===== src/core/sbsr_pkg.sv =====
// Package for the status byte and service request block.
// Assumes a single instrument clock; shared by the top and the self-test unit.
`default_nettype none
package sbsr_pkg;
  // ==========================================================================
  // Status byte layout
  localparam int          STB_INPUT_BUF_BIT = 0;
  localparam int          STB_MSG_AVAIL_BIT = 4;
  localparam int          STB_EVENT_SUM_BIT = 5;
  localparam int          STB_MSS_BIT       = 6;
  localparam int          STB_BIT1_POS      = 1;
  localparam int          STB_BIT2_POS      = 2;
  localparam int          STB_BIT3_POS      = 3;
  localparam int          STB_BIT7_POS      = 7;
  localparam logic [7:0]  SRE_WRITE_MASK    = 8'hBF;
  localparam logic [7:0]  SRE_RESET         = 8'h00;
  localparam logic [7:0]  ESE_RESET         = 8'h00;
  localparam logic [7:0]  BYTE_ZERO         = 8'h00;
  // ==========================================================================
  // Self-test
  localparam int          NUM_CHANNELS      = 2;
  localparam logic [15:0] TST_PASS          = 16'h0000;
  localparam int          TST_CH_FAIL_BIT0  = 8;
  localparam int          TST_TRIG_FAIL_BIT = 12;
  localparam int          TST_TB_FAIL_BIT   = 13;
  localparam int          TST_STEP_CYCLES   = 16;
  localparam logic [3:0]  TST_STEP_LAST     = 4'(TST_STEP_CYCLES - 1);
  // ==========================================================================
  // Command codes
  typedef enum logic [2:0] {
    SBSR_CMD_NONE   = 3'h0,
    SBSR_CMD_SRE_WR = 3'h1,
    SBSR_CMD_SRE_RD = 3'h2,
    SBSR_CMD_STB_RD = 3'h3,
    SBSR_CMD_TST    = 3'h4,
    SBSR_CMD_WAI    = 3'h5,
    SBSR_CMD_CLS    = 3'h6,
    SBSR_CMD_ESE_WR = 3'h7
  } sbsr_cmd_t;

  typedef enum logic [3:0] {
    SBSR_ST_IDLE  = 4'b0001,
    SBSR_ST_CHAN  = 4'b0010,
    SBSR_ST_TRIG  = 4'b0100,
    SBSR_ST_DONE  = 4'b1000
  } sbsr_tst_t;

  function automatic logic sbsr_any_enabled(input logic [7:0] stb, input logic [7:0] en);
    return |(stb & en & SRE_WRITE_MASK);
  endfunction : sbsr_any_enabled
endpackage : sbsr_pkg
`default_nettype wire


===== src/core/sbsr_selftest.sv =====
// Self-test sequencer: walks each output channel, then trigger and time base.
// Assumes failure flags from the hardware checkers are stable while sampled.
`default_nettype none
module sbsr_selftest
  import sbsr_pkg::*;
(
  input  wire logic                    clk,
  input  wire logic                    rst_n,
  input  wire logic                    start,
  input  wire logic [NUM_CHANNELS-1:0] chan_fail,
  input  wire logic                    trig_fail,
  input  wire logic                    tbase_fail,
  output var  logic                    busy,
  output var  logic                    done,
  output var  logic [15:0]             result
);
  import sbsr_pkg::*;
  sbsr_tst_t   state_ff, nxt_state;
  logic [3:0]  cnt_ff, nxt_cnt;
  logic [0:0]  ch_ff, nxt_ch;
  logic [15:0] res_ff, nxt_res;

  // ==========================================================================
  // Sequencer
  always_comb begin
    nxt_state = state_ff;
    nxt_cnt   = cnt_ff;
    nxt_ch    = ch_ff;
    nxt_res   = res_ff;
    unique case (state_ff)
      SBSR_ST_IDLE: begin
        if (start) begin
          nxt_state = SBSR_ST_CHAN;
          nxt_cnt   = '0;
          nxt_ch    = '0;
          nxt_res   = TST_PASS;
        end
      end
      SBSR_ST_CHAN: begin
        // Every channel gets its full step before the result is reported.
        nxt_cnt = cnt_ff + 4'h1;
        if (cnt_ff == TST_STEP_LAST) begin
          // Each failure lands on its own bit.
          if (chan_fail[ch_ff]) nxt_res[TST_CH_FAIL_BIT0 + int'(ch_ff)] = 1'b1;
          nxt_cnt = '0;
          if (int'(ch_ff) == NUM_CHANNELS - 1) nxt_state = SBSR_ST_TRIG;
          else nxt_ch = ch_ff + 1'b1;
        end
      end
      SBSR_ST_TRIG: begin
        nxt_res[TST_TRIG_FAIL_BIT] = trig_fail;
        nxt_res[TST_TB_FAIL_BIT]   = tbase_fail;
        nxt_state = SBSR_ST_DONE;
      end
      SBSR_ST_DONE: begin
        nxt_state = SBSR_ST_IDLE;
      end
      default: nxt_state = SBSR_ST_IDLE;
    endcase
  end

  always_ff @(posedge clk or negedge rst_n) begin
    if (!rst_n) begin
      state_ff <= SBSR_ST_IDLE;
      cnt_ff   <= '0;
      ch_ff    <= '0;
      res_ff   <= TST_PASS;
    end else begin
      state_ff <= nxt_state;
      cnt_ff   <= nxt_cnt;
      ch_ff    <= nxt_ch;
      res_ff   <= nxt_res;
    end
  end

  assign busy   = (state_ff != SBSR_ST_IDLE);
  assign done   = (state_ff == SBSR_ST_DONE);
  assign result = res_ff;
endmodule : sbsr_selftest
`default_nettype wire


===== src/core/sbsr_top.sv =====
// Status byte, service request enable and self-test reporting of the remote interface.
// Assumes the command parser issues one command at a time and waits for CMD_READY.
`default_nettype none
module sbsr_top
  import sbsr_pkg::*;
(
  input  wire logic                              CLK,
  input  wire logic                              RESETN,
  input  wire logic                              CMD_VALID,
  input  wire sbsr_pkg::sbsr_cmd_t               CMD_CODE,
  input  wire logic [7:0]                        CMD_DATA,
  input  wire logic                              INPUT_BUFFER_SUMMARY,
  input  wire logic                              MSG_AVAILABLE,
  input  wire logic [7:0]                        EVENT_STATUS,
  input  wire logic                              STB_BIT1,
  input  wire logic                              STB_BIT2,
  input  wire logic                              STB_BIT3,
  input  wire logic                              STB_BIT7,
  input  wire logic                              RQS_SENT,
  input  wire logic [sbsr_pkg::NUM_CHANNELS-1:0] CHAN_FAIL,
  input  wire logic                              TRIG_FAIL,
  input  wire logic                              TBASE_FAIL,
  output var  logic                              CMD_READY,
  output var  logic                              RSP_VALID,
  output var  logic [15:0]                       RSP_DATA,
  output var  logic                              SRQ,
  output var  logic [7:0]                        SERIAL_POLL,
  output var  logic                              CLS_PULSE
);
  import sbsr_pkg::*;

  // ==========================================================================
  // Reset release
  // Only the second stage is read; the first may still be settling after release.
  logic       rst_meta_ff, rst_sync_ff;
  always_ff @(posedge CLK or negedge RESETN) begin
    if (!RESETN) begin
      rst_meta_ff <= 1'b0;
      rst_sync_ff <= 1'b0;
    end else begin
      rst_meta_ff <= 1'b1;
      rst_sync_ff <= rst_meta_ff;
    end
  end

  // ==========================================================================
  // Status byte assembly
  logic [7:0] sre_ff, nxt_sre;
  logic [7:0] ese_ff, nxt_ese;
  logic [7:0] stb;
  logic       mss;
  logic       rqs_ff, nxt_rqs;

  // Bit 6 stays zero here; the summary is spliced in only where it is reported.
  always_comb begin
    stb                    = BYTE_ZERO;
    stb[STB_INPUT_BUF_BIT] = INPUT_BUFFER_SUMMARY;
    stb[STB_BIT1_POS]      = STB_BIT1;
    stb[STB_BIT2_POS]      = STB_BIT2;
    stb[STB_BIT3_POS]      = STB_BIT3;
    stb[STB_MSG_AVAIL_BIT] = MSG_AVAILABLE;
    stb[STB_EVENT_SUM_BIT] = |(EVENT_STATUS & ese_ff);
    stb[STB_BIT7_POS]      = STB_BIT7;
  end

  // Combinational so it follows either register in the same cycle.
  assign mss = sbsr_any_enabled(stb, sre_ff);

  // ==========================================================================
  // Command handling
  logic        st_start, st_busy, st_done;
  logic [15:0] st_result;
  logic        busy_ff, nxt_busy;
  logic        rsp_v_ff, nxt_rsp_v;
  logic [15:0] rsp_d_ff, nxt_rsp_d;
  logic        cls_ff, nxt_cls;
  logic        srq_ff, nxt_srq;
  logic [7:0]  poll_ff, nxt_poll;
  logic        ready_ff, nxt_ready;

  always_comb begin
    nxt_sre   = sre_ff;
    nxt_ese   = ese_ff;
    nxt_busy  = busy_ff;
    nxt_rsp_v = 1'b0;
    nxt_rsp_d = rsp_d_ff;
    nxt_cls   = 1'b0;
    st_start  = 1'b0;
    // Commands are only taken when the previous one is finished.
    // A command offered while busy is dropped with no answer; wait for ready.
    if (CMD_VALID && !busy_ff) begin
      unique case (CMD_CODE)
        SBSR_CMD_SRE_WR: nxt_sre = CMD_DATA & SRE_WRITE_MASK;
        SBSR_CMD_ESE_WR: nxt_ese = CMD_DATA;
        SBSR_CMD_SRE_RD: begin
          nxt_rsp_v = 1'b1;
          nxt_rsp_d = {BYTE_ZERO, sre_ff & SRE_WRITE_MASK};
        end
        SBSR_CMD_STB_RD: begin
          // A read only samples; nothing in the status byte is touched.
          nxt_rsp_v = 1'b1;
          nxt_rsp_d = {BYTE_ZERO, stb[STB_BIT7_POS], mss, stb[STB_EVENT_SUM_BIT:0]};
        end
        SBSR_CMD_TST: begin
          st_start = 1'b1;
          nxt_busy = 1'b1;
        end
        SBSR_CMD_CLS: begin
          // Event sources and the event register outside are cleared by this pulse.
          nxt_cls = 1'b1;
        end
        SBSR_CMD_WAI: ;
        SBSR_CMD_NONE: ;
      endcase
    end
    if (busy_ff && st_done) begin
      nxt_busy  = 1'b0;
      nxt_rsp_v = 1'b1;
      nxt_rsp_d = st_result;
    end
    // Ready falls at the edge that takes a self-test, so no second command slips in.
    nxt_ready = !nxt_busy && !(st_busy && !st_done);
  end

  // ==========================================================================
  // Service request
  // Request-service is set on a rising master summary and cleared by a poll or by a
  // falling summary, so one reason for service is reported to the controller once.
  // When the rise and the poll meet in one cycle the rise wins, so no request is lost.
  logic       mss_ff;
  logic       nxt_mss;

  always_comb begin
    nxt_mss = mss;
    nxt_rqs = rqs_ff;
    if (mss && !mss_ff) begin
      nxt_rqs = 1'b1;
    end else if (RQS_SENT || !mss) begin
      nxt_rqs = 1'b0;
    end
    nxt_srq  = mss && nxt_rqs;
    nxt_poll = {stb[STB_BIT7_POS], nxt_rqs, stb[STB_EVENT_SUM_BIT:0]};
  end

  always_ff @(posedge CLK or negedge rst_sync_ff) begin
    if (!rst_sync_ff) begin
      mss_ff  <= 1'b0;
      rqs_ff  <= 1'b0;
      srq_ff  <= 1'b0;
      poll_ff <= BYTE_ZERO;
    end else begin
      mss_ff  <= nxt_mss;
      rqs_ff  <= nxt_rqs;
      srq_ff  <= nxt_srq;
      poll_ff <= nxt_poll;
    end
  end

  // ==========================================================================
  // Command state
  always_ff @(posedge CLK or negedge rst_sync_ff) begin
    if (!rst_sync_ff) begin
      sre_ff   <= SRE_RESET;
      ese_ff   <= ESE_RESET;
      busy_ff  <= 1'b0;
      ready_ff <= 1'b0;
      rsp_v_ff <= 1'b0;
      rsp_d_ff <= TST_PASS;
      cls_ff   <= 1'b0;
    end else begin
      sre_ff   <= nxt_sre;
      ese_ff   <= nxt_ese;
      busy_ff  <= nxt_busy;
      ready_ff <= nxt_ready;
      rsp_v_ff <= nxt_rsp_v;
      rsp_d_ff <= nxt_rsp_d;
      cls_ff   <= nxt_cls;
    end
  end

  sbsr_selftest u_selftest (
    .clk        (CLK),
    .rst_n      (rst_sync_ff),
    .start      (st_start),
    .chan_fail  (CHAN_FAIL),
    .trig_fail  (TRIG_FAIL),
    .tbase_fail (TBASE_FAIL),
    .busy       (st_busy),
    .done       (st_done),
    .result     (st_result)
  );

  // ==========================================================================
  // Outputs
  // Every output is a flop copy, so the controller never samples a decode glitch.
  assign CMD_READY   = ready_ff;
  assign RSP_VALID   = rsp_v_ff;
  assign RSP_DATA    = rsp_d_ff;
  assign SRQ         = srq_ff;
  assign SERIAL_POLL = poll_ff;
  assign CLS_PULSE   = cls_ff;
endmodule : sbsr_top
`default_nettype wire


===== config.mk =====
export PLATFORM = sky130hd
export DESIGN_NAME = sbsr_top
export DESIGN_NICKNAME = d
export VERILOG_FILES = /design/src/core/sbsr_pkg.sv /design/src/core/sbsr_selftest.sv /design/src/core/sbsr_top.sv
export SDC_FILE = /design/constraint.sdc
export NUM_CORES = 1
export LEC_CHECK = 0
export BUFFER_PORTS_ARGS = -buffer_cell sky130_fd_sc_hd__buf_2
export CAP_MARGIN = 15
export CORE_AREA = 3 3 71 73
export CTS_BUF_LIST = sky130_fd_sc_hd__clkbuf_2 sky130_fd_sc_hd__clkbuf_4 sky130_fd_sc_hd__clkbuf_8
export DETAILED_ROUTE_END_ITERATION = 7
export DIE_AREA = 0 0 74 76
export GPL_ROUTABILITY_DRIVEN = 0
export GPL_TIMING_DRIVEN = 0
export PLACE_DENSITY = 0.79
export SETUP_SLACK_MARGIN = 0.2
export SLEW_MARGIN = 10
export SYNTH_ARGS = -nofsm -noshare
export SYNTH_HDL_FRONTEND = slang
export SYNTH_SLANG_ARGS = --single-unit

===== constraint.sdc =====
create_clock -name CLK -period 2.1 [get_ports CLK]
set_clock_uncertainty 0.05 [all_clocks]
set_input_delay 0.21 -clock CLK [delete_from_list [all_inputs] [get_ports CLK]]
set_output_delay 0.21 -clock CLK [all_outputs]
set_load 0.05 [all_outputs]

==> impl_metrics.csv <==
group,metric,value,unit
global_routing,grt_pass1_wl,8.58,mm
routing,wl_met2,2.44,mm
power_and_ir_drop,p_switching,1090,uW
place,hpwlAfterDp,3.62,mm
floorplanning,design.core.area,0.00441,sq mm
worst_setup_path,reg2reg_from,"u_selftest.state_ff[0]$_DFFE_PN1P_",
routing,first_pass_iters,5,
worst_setup_path,worst-endpoint-arrival,1940,ps
clock_network,cts_tree,"done",
worst_setup_path,worst-r2r-cell-count,5,
power_and_ir_drop,clkPwrFrac,20.6,%
finish,layout_common_cells,"buf_2 (59), dfrtp_1 (54), nand3_1 (17)",
routing,antenna_left,0,
clock_network,cts_buffer_depth,2,
finish,num-fill-cells,339,
floorplanning,row_count,24,
power_and_ir_drop,power.share.sequential,49.2,%
yosys,synth.area.top_cells,"dfrtp_1 (59%), mux2_1 (4.8%), nand3_1 (3.6%)",
finish,fin_cells,320,
global_routing,grt_max_degree,31,
worst_setup_path,critPathKind,"flip-flop to flip-flop",
worst_setup_path,cp_max_fo,9,
routing,wl_met1,2.14,mm
yosys,seq_area_frac_synth,59.6,%
routing,routedWlPerCell,15.8,microns
timing,hold_violations,0,
timing,tightestPinTransition,580,ps
finish,utilization,65.8,%
run_status,status,"finished, final reports clean",
timing,min_period,1790,ps
power_and_ir_drop,combPwrFrac,30.3,%
min_path,hold_start,"CHAN_FAIL[1]",
yosys,yosys_warnings,0,
yosys,synth_area,0.00235,sq mm
power_and_ir_drop,switching_share,36.7,%
finish,diodes,0,
timing,relSlewSlack,61.4,%
yosys,post_synth_num_cell_types,37,
power_and_ir_drop,leakage,0.00146,uW
clock_network,clkLatencyLatePin,310,ps
finish,final_nets,302,
power_and_ir_drop,power.internal,1870,uW
worst_setup_path,crit_path_start_kind,"flip-flop",
routing,viasPerCell,5.48,
global_routing,first_global_vias,1790,
global_routing,grt.total_usage,19.9,%
min_path,holdPathStages,2,
yosys,synthCells,192,
clock_network,ctsResizeCount,0,
global_routing,grt_overflow,0,
place,place.port_buffers,56,
timing,rsz0062_at_grt,"no",
worst_setup_path,critical_path_required,2250,ps
finish,syn_to_final_growth,23.6,%
yosys,synth_top_area_share,58.5,%
routing,vias,1754,
timing,fin_setup_tns,0,ps
flow_run,drv_cap,0,
floorplanning,start_util,53.3,%
timing,fmax,558,MHz
floorplanning,fp.dieW,74,microns
power_and_ir_drop,ir_drop,0.807,mV
global_routing,antenna_found_initial,0,
timing,slew_violations,0,
yosys,ys_seq_elements,56,
floorplanning,die-area,0.00562,sq mm
routing,drc,0,
place,dpl.cell_count,304,
routing,drt-total-wl,5.04,mm
timing,hold_slack,63.1,ps
power_and_ir_drop,pwr_density_cell,1020,mW/mm^2
worst_setup_path,r2r-end,"u_selftest.result[12]$_DFFE_PN0P_",
timing,timing.final.crit_share,85.3,%
yosys,yosysTopAreaCell,"dfrtp_1",
routing,top_layer_used,"met4",
clock_network,clkSlewWorstSetupHoldPaths,90,ps
finish,drive_gt1_share,32.8,%
floorplanning,fp.dieH,76,microns
routing,met3_length,279,microns
yosys,avgSynthCellArea,12.3,sq um
clock_network,cts_buffers,5,
floorplanning,ios,61,
clock_network,htree_levels,2,
finish,layout_commonest_cell,"buf_2",
worst_setup_path,critPathCaptureType,"flip-flop",
worst_setup_path,r2r_setup_slack,310,ps
min_path,min_to,"u_selftest.result[9]$_DFFE_PN0P_",
clock_network,numClockSinks,56,
finish,multi_input_area,848,sq um
min_path,hold_class,"primary input to flip-flop",
power_and_ir_drop,power,2960,uW
finish,ff_latch_area,0.00140,sq mm
timing,setup_violations,0,
routing,drt_iter0_markers,98,
clock_network,clockRootBuffer,"clkbuf_8",
-- area by class of cell --
| type | instances | share of cell area [%] |
|---|---|---|
| Buffer | 14 | 3.10 |
| Clock buffer | 6 | 2.84 |
| Clock inverter | 1 | 0.301 |
| Inverter | 6 | 0.775 |
| Multi-Input combinational cell | 119 | 29.2 |
| Sequential cell | 56 | 48.3 |
| Tap cell | 52 | 2.24 |
| Timing Repair Buffer | 66 | 13.3 |
-- critical path: stages (launching register included) --
cell,delay (ps)
dfstp_2,540
buf_6,120
nor4b_2,230
nand4b_2,300
a21o_1,260
a22o_1,190
-- metal layers --
layer  global-route usage [%]  up-vias
met1                     26.4      860
met4                     9.78        0
met2                     30.1       54
met3                     5.01       15
li1                         -      825
met5                        0        -
-- worst max path at each step --
stage,startpoint,slack (ps),cells after the start,to
2_1_floorplan,rst_sync_ff$_DFF_PN0_,380,0,CLS_PULSE$_DFF_PN0_
3_3_place_gp,rst_sync_ff$_DFF_PN0_,-170,0,SERIAL_POLL[3]$_DFF_PN0_
3_5_place_dp,u_selftest.state_ff[0]$_DFFE_PN1P_,320,6,RSP_DATA[8]$_DFFE_PN0P_
4_1_cts,u_selftest.state_ff[0]$_DFFE_PN1P_,300,5,u_selftest.result[12]$_DFFE_PN0P_
5_1_grt,u_selftest.state_ff[0]$_DFFE_PN1P_,210,5,u_selftest.result[13]$_DFFE_PN0P_
6_report,u_selftest.state_ff[0]$_DFFE_PN1P_,310,5,u_selftest.result[12]$_DFFE_PN0P_
-- timing repair --
action                                  in CTS  in global routing
buffers inserted                             0                  2
hold buffers                                 7                  0
endpoints found under the setup margin       0                  5
hold endpoints to repair                     8                  0
-- state kept, by name (all words and copies together) (netlist names) --
name / flops
RSP_DATA: 12
SERIAL_POLL: 8
ese_ff: 8
sre_ff: 7
u_selftest.cnt_ff: 4
u_selftest.result: 4
u_selftest.state_ff: 4
CLS_PULSE: 1
CMD_READY: 1
RSP_VALID: 1
SRQ: 1
busy_ff: 1
mss_ff: 1
rst_meta_ff: 1
rst_sync_ff: 1
u_selftest.ch_ff: 1
-- power by group through the flow --
stage	sequential, uW	clock (uW)	combinational, uW
after detailed placement	1480	0	891
after global routing	1490	663	967
after CTS	1460	622	902
final	1450	608	895
after global placement	1470	0	854
after floorplan	1770	0	347
-- cell usage after synthesis --
cell and n:
conb_1 2, nor3_1 1, o21ai_0 1, nand4b_2 1, a211o_1 1, nand2_1 7
xnor2_1 1, buf_2 3, o21ai_1 13, mux2i_1 8, nor4b_2 2, nand4_1 4
dfrtp_1 55, buf_6 2, nand3_1 17, a21o_1 3, o21a_1 3, mux2_2 5
a21boi_0 2, a21oi_1 5, mux2_1 10, a22oi_1 7, nand3b_1 2, or4b_4 1
clkbuf_1 4, nor4_1 1, ha_1 1, nor3_4 1, a32o_1 2, nor2b_1 2
nand2b_1 2, inv_1 6, nor2_1 7, dfstp_2 1, a22o_1 3, nor3b_1 1
buf_4 5
-- metrics by stage --
step           instance area, sq um  setup slack (ps)
3_3_place_gp                   2710              -174
3_5_place_dp                   2730               318
6_report                       2910               308
4_1_cts                        2890               296
2_1_floorplan                  2360               377
5_1_grt                        2910               205
-- kinds of logic after synthesis --
group	synth area share, %
AOI/OAI and AO/OA	11.2
xor gates and xnor gates	0.372
adders and majority gates	0.532
buffers and inverters	4.79
DFF	59.6
muxes	10.6
other	0.319
and+or+nand+nor	12.6
Power figures use the tool's default switching activity.
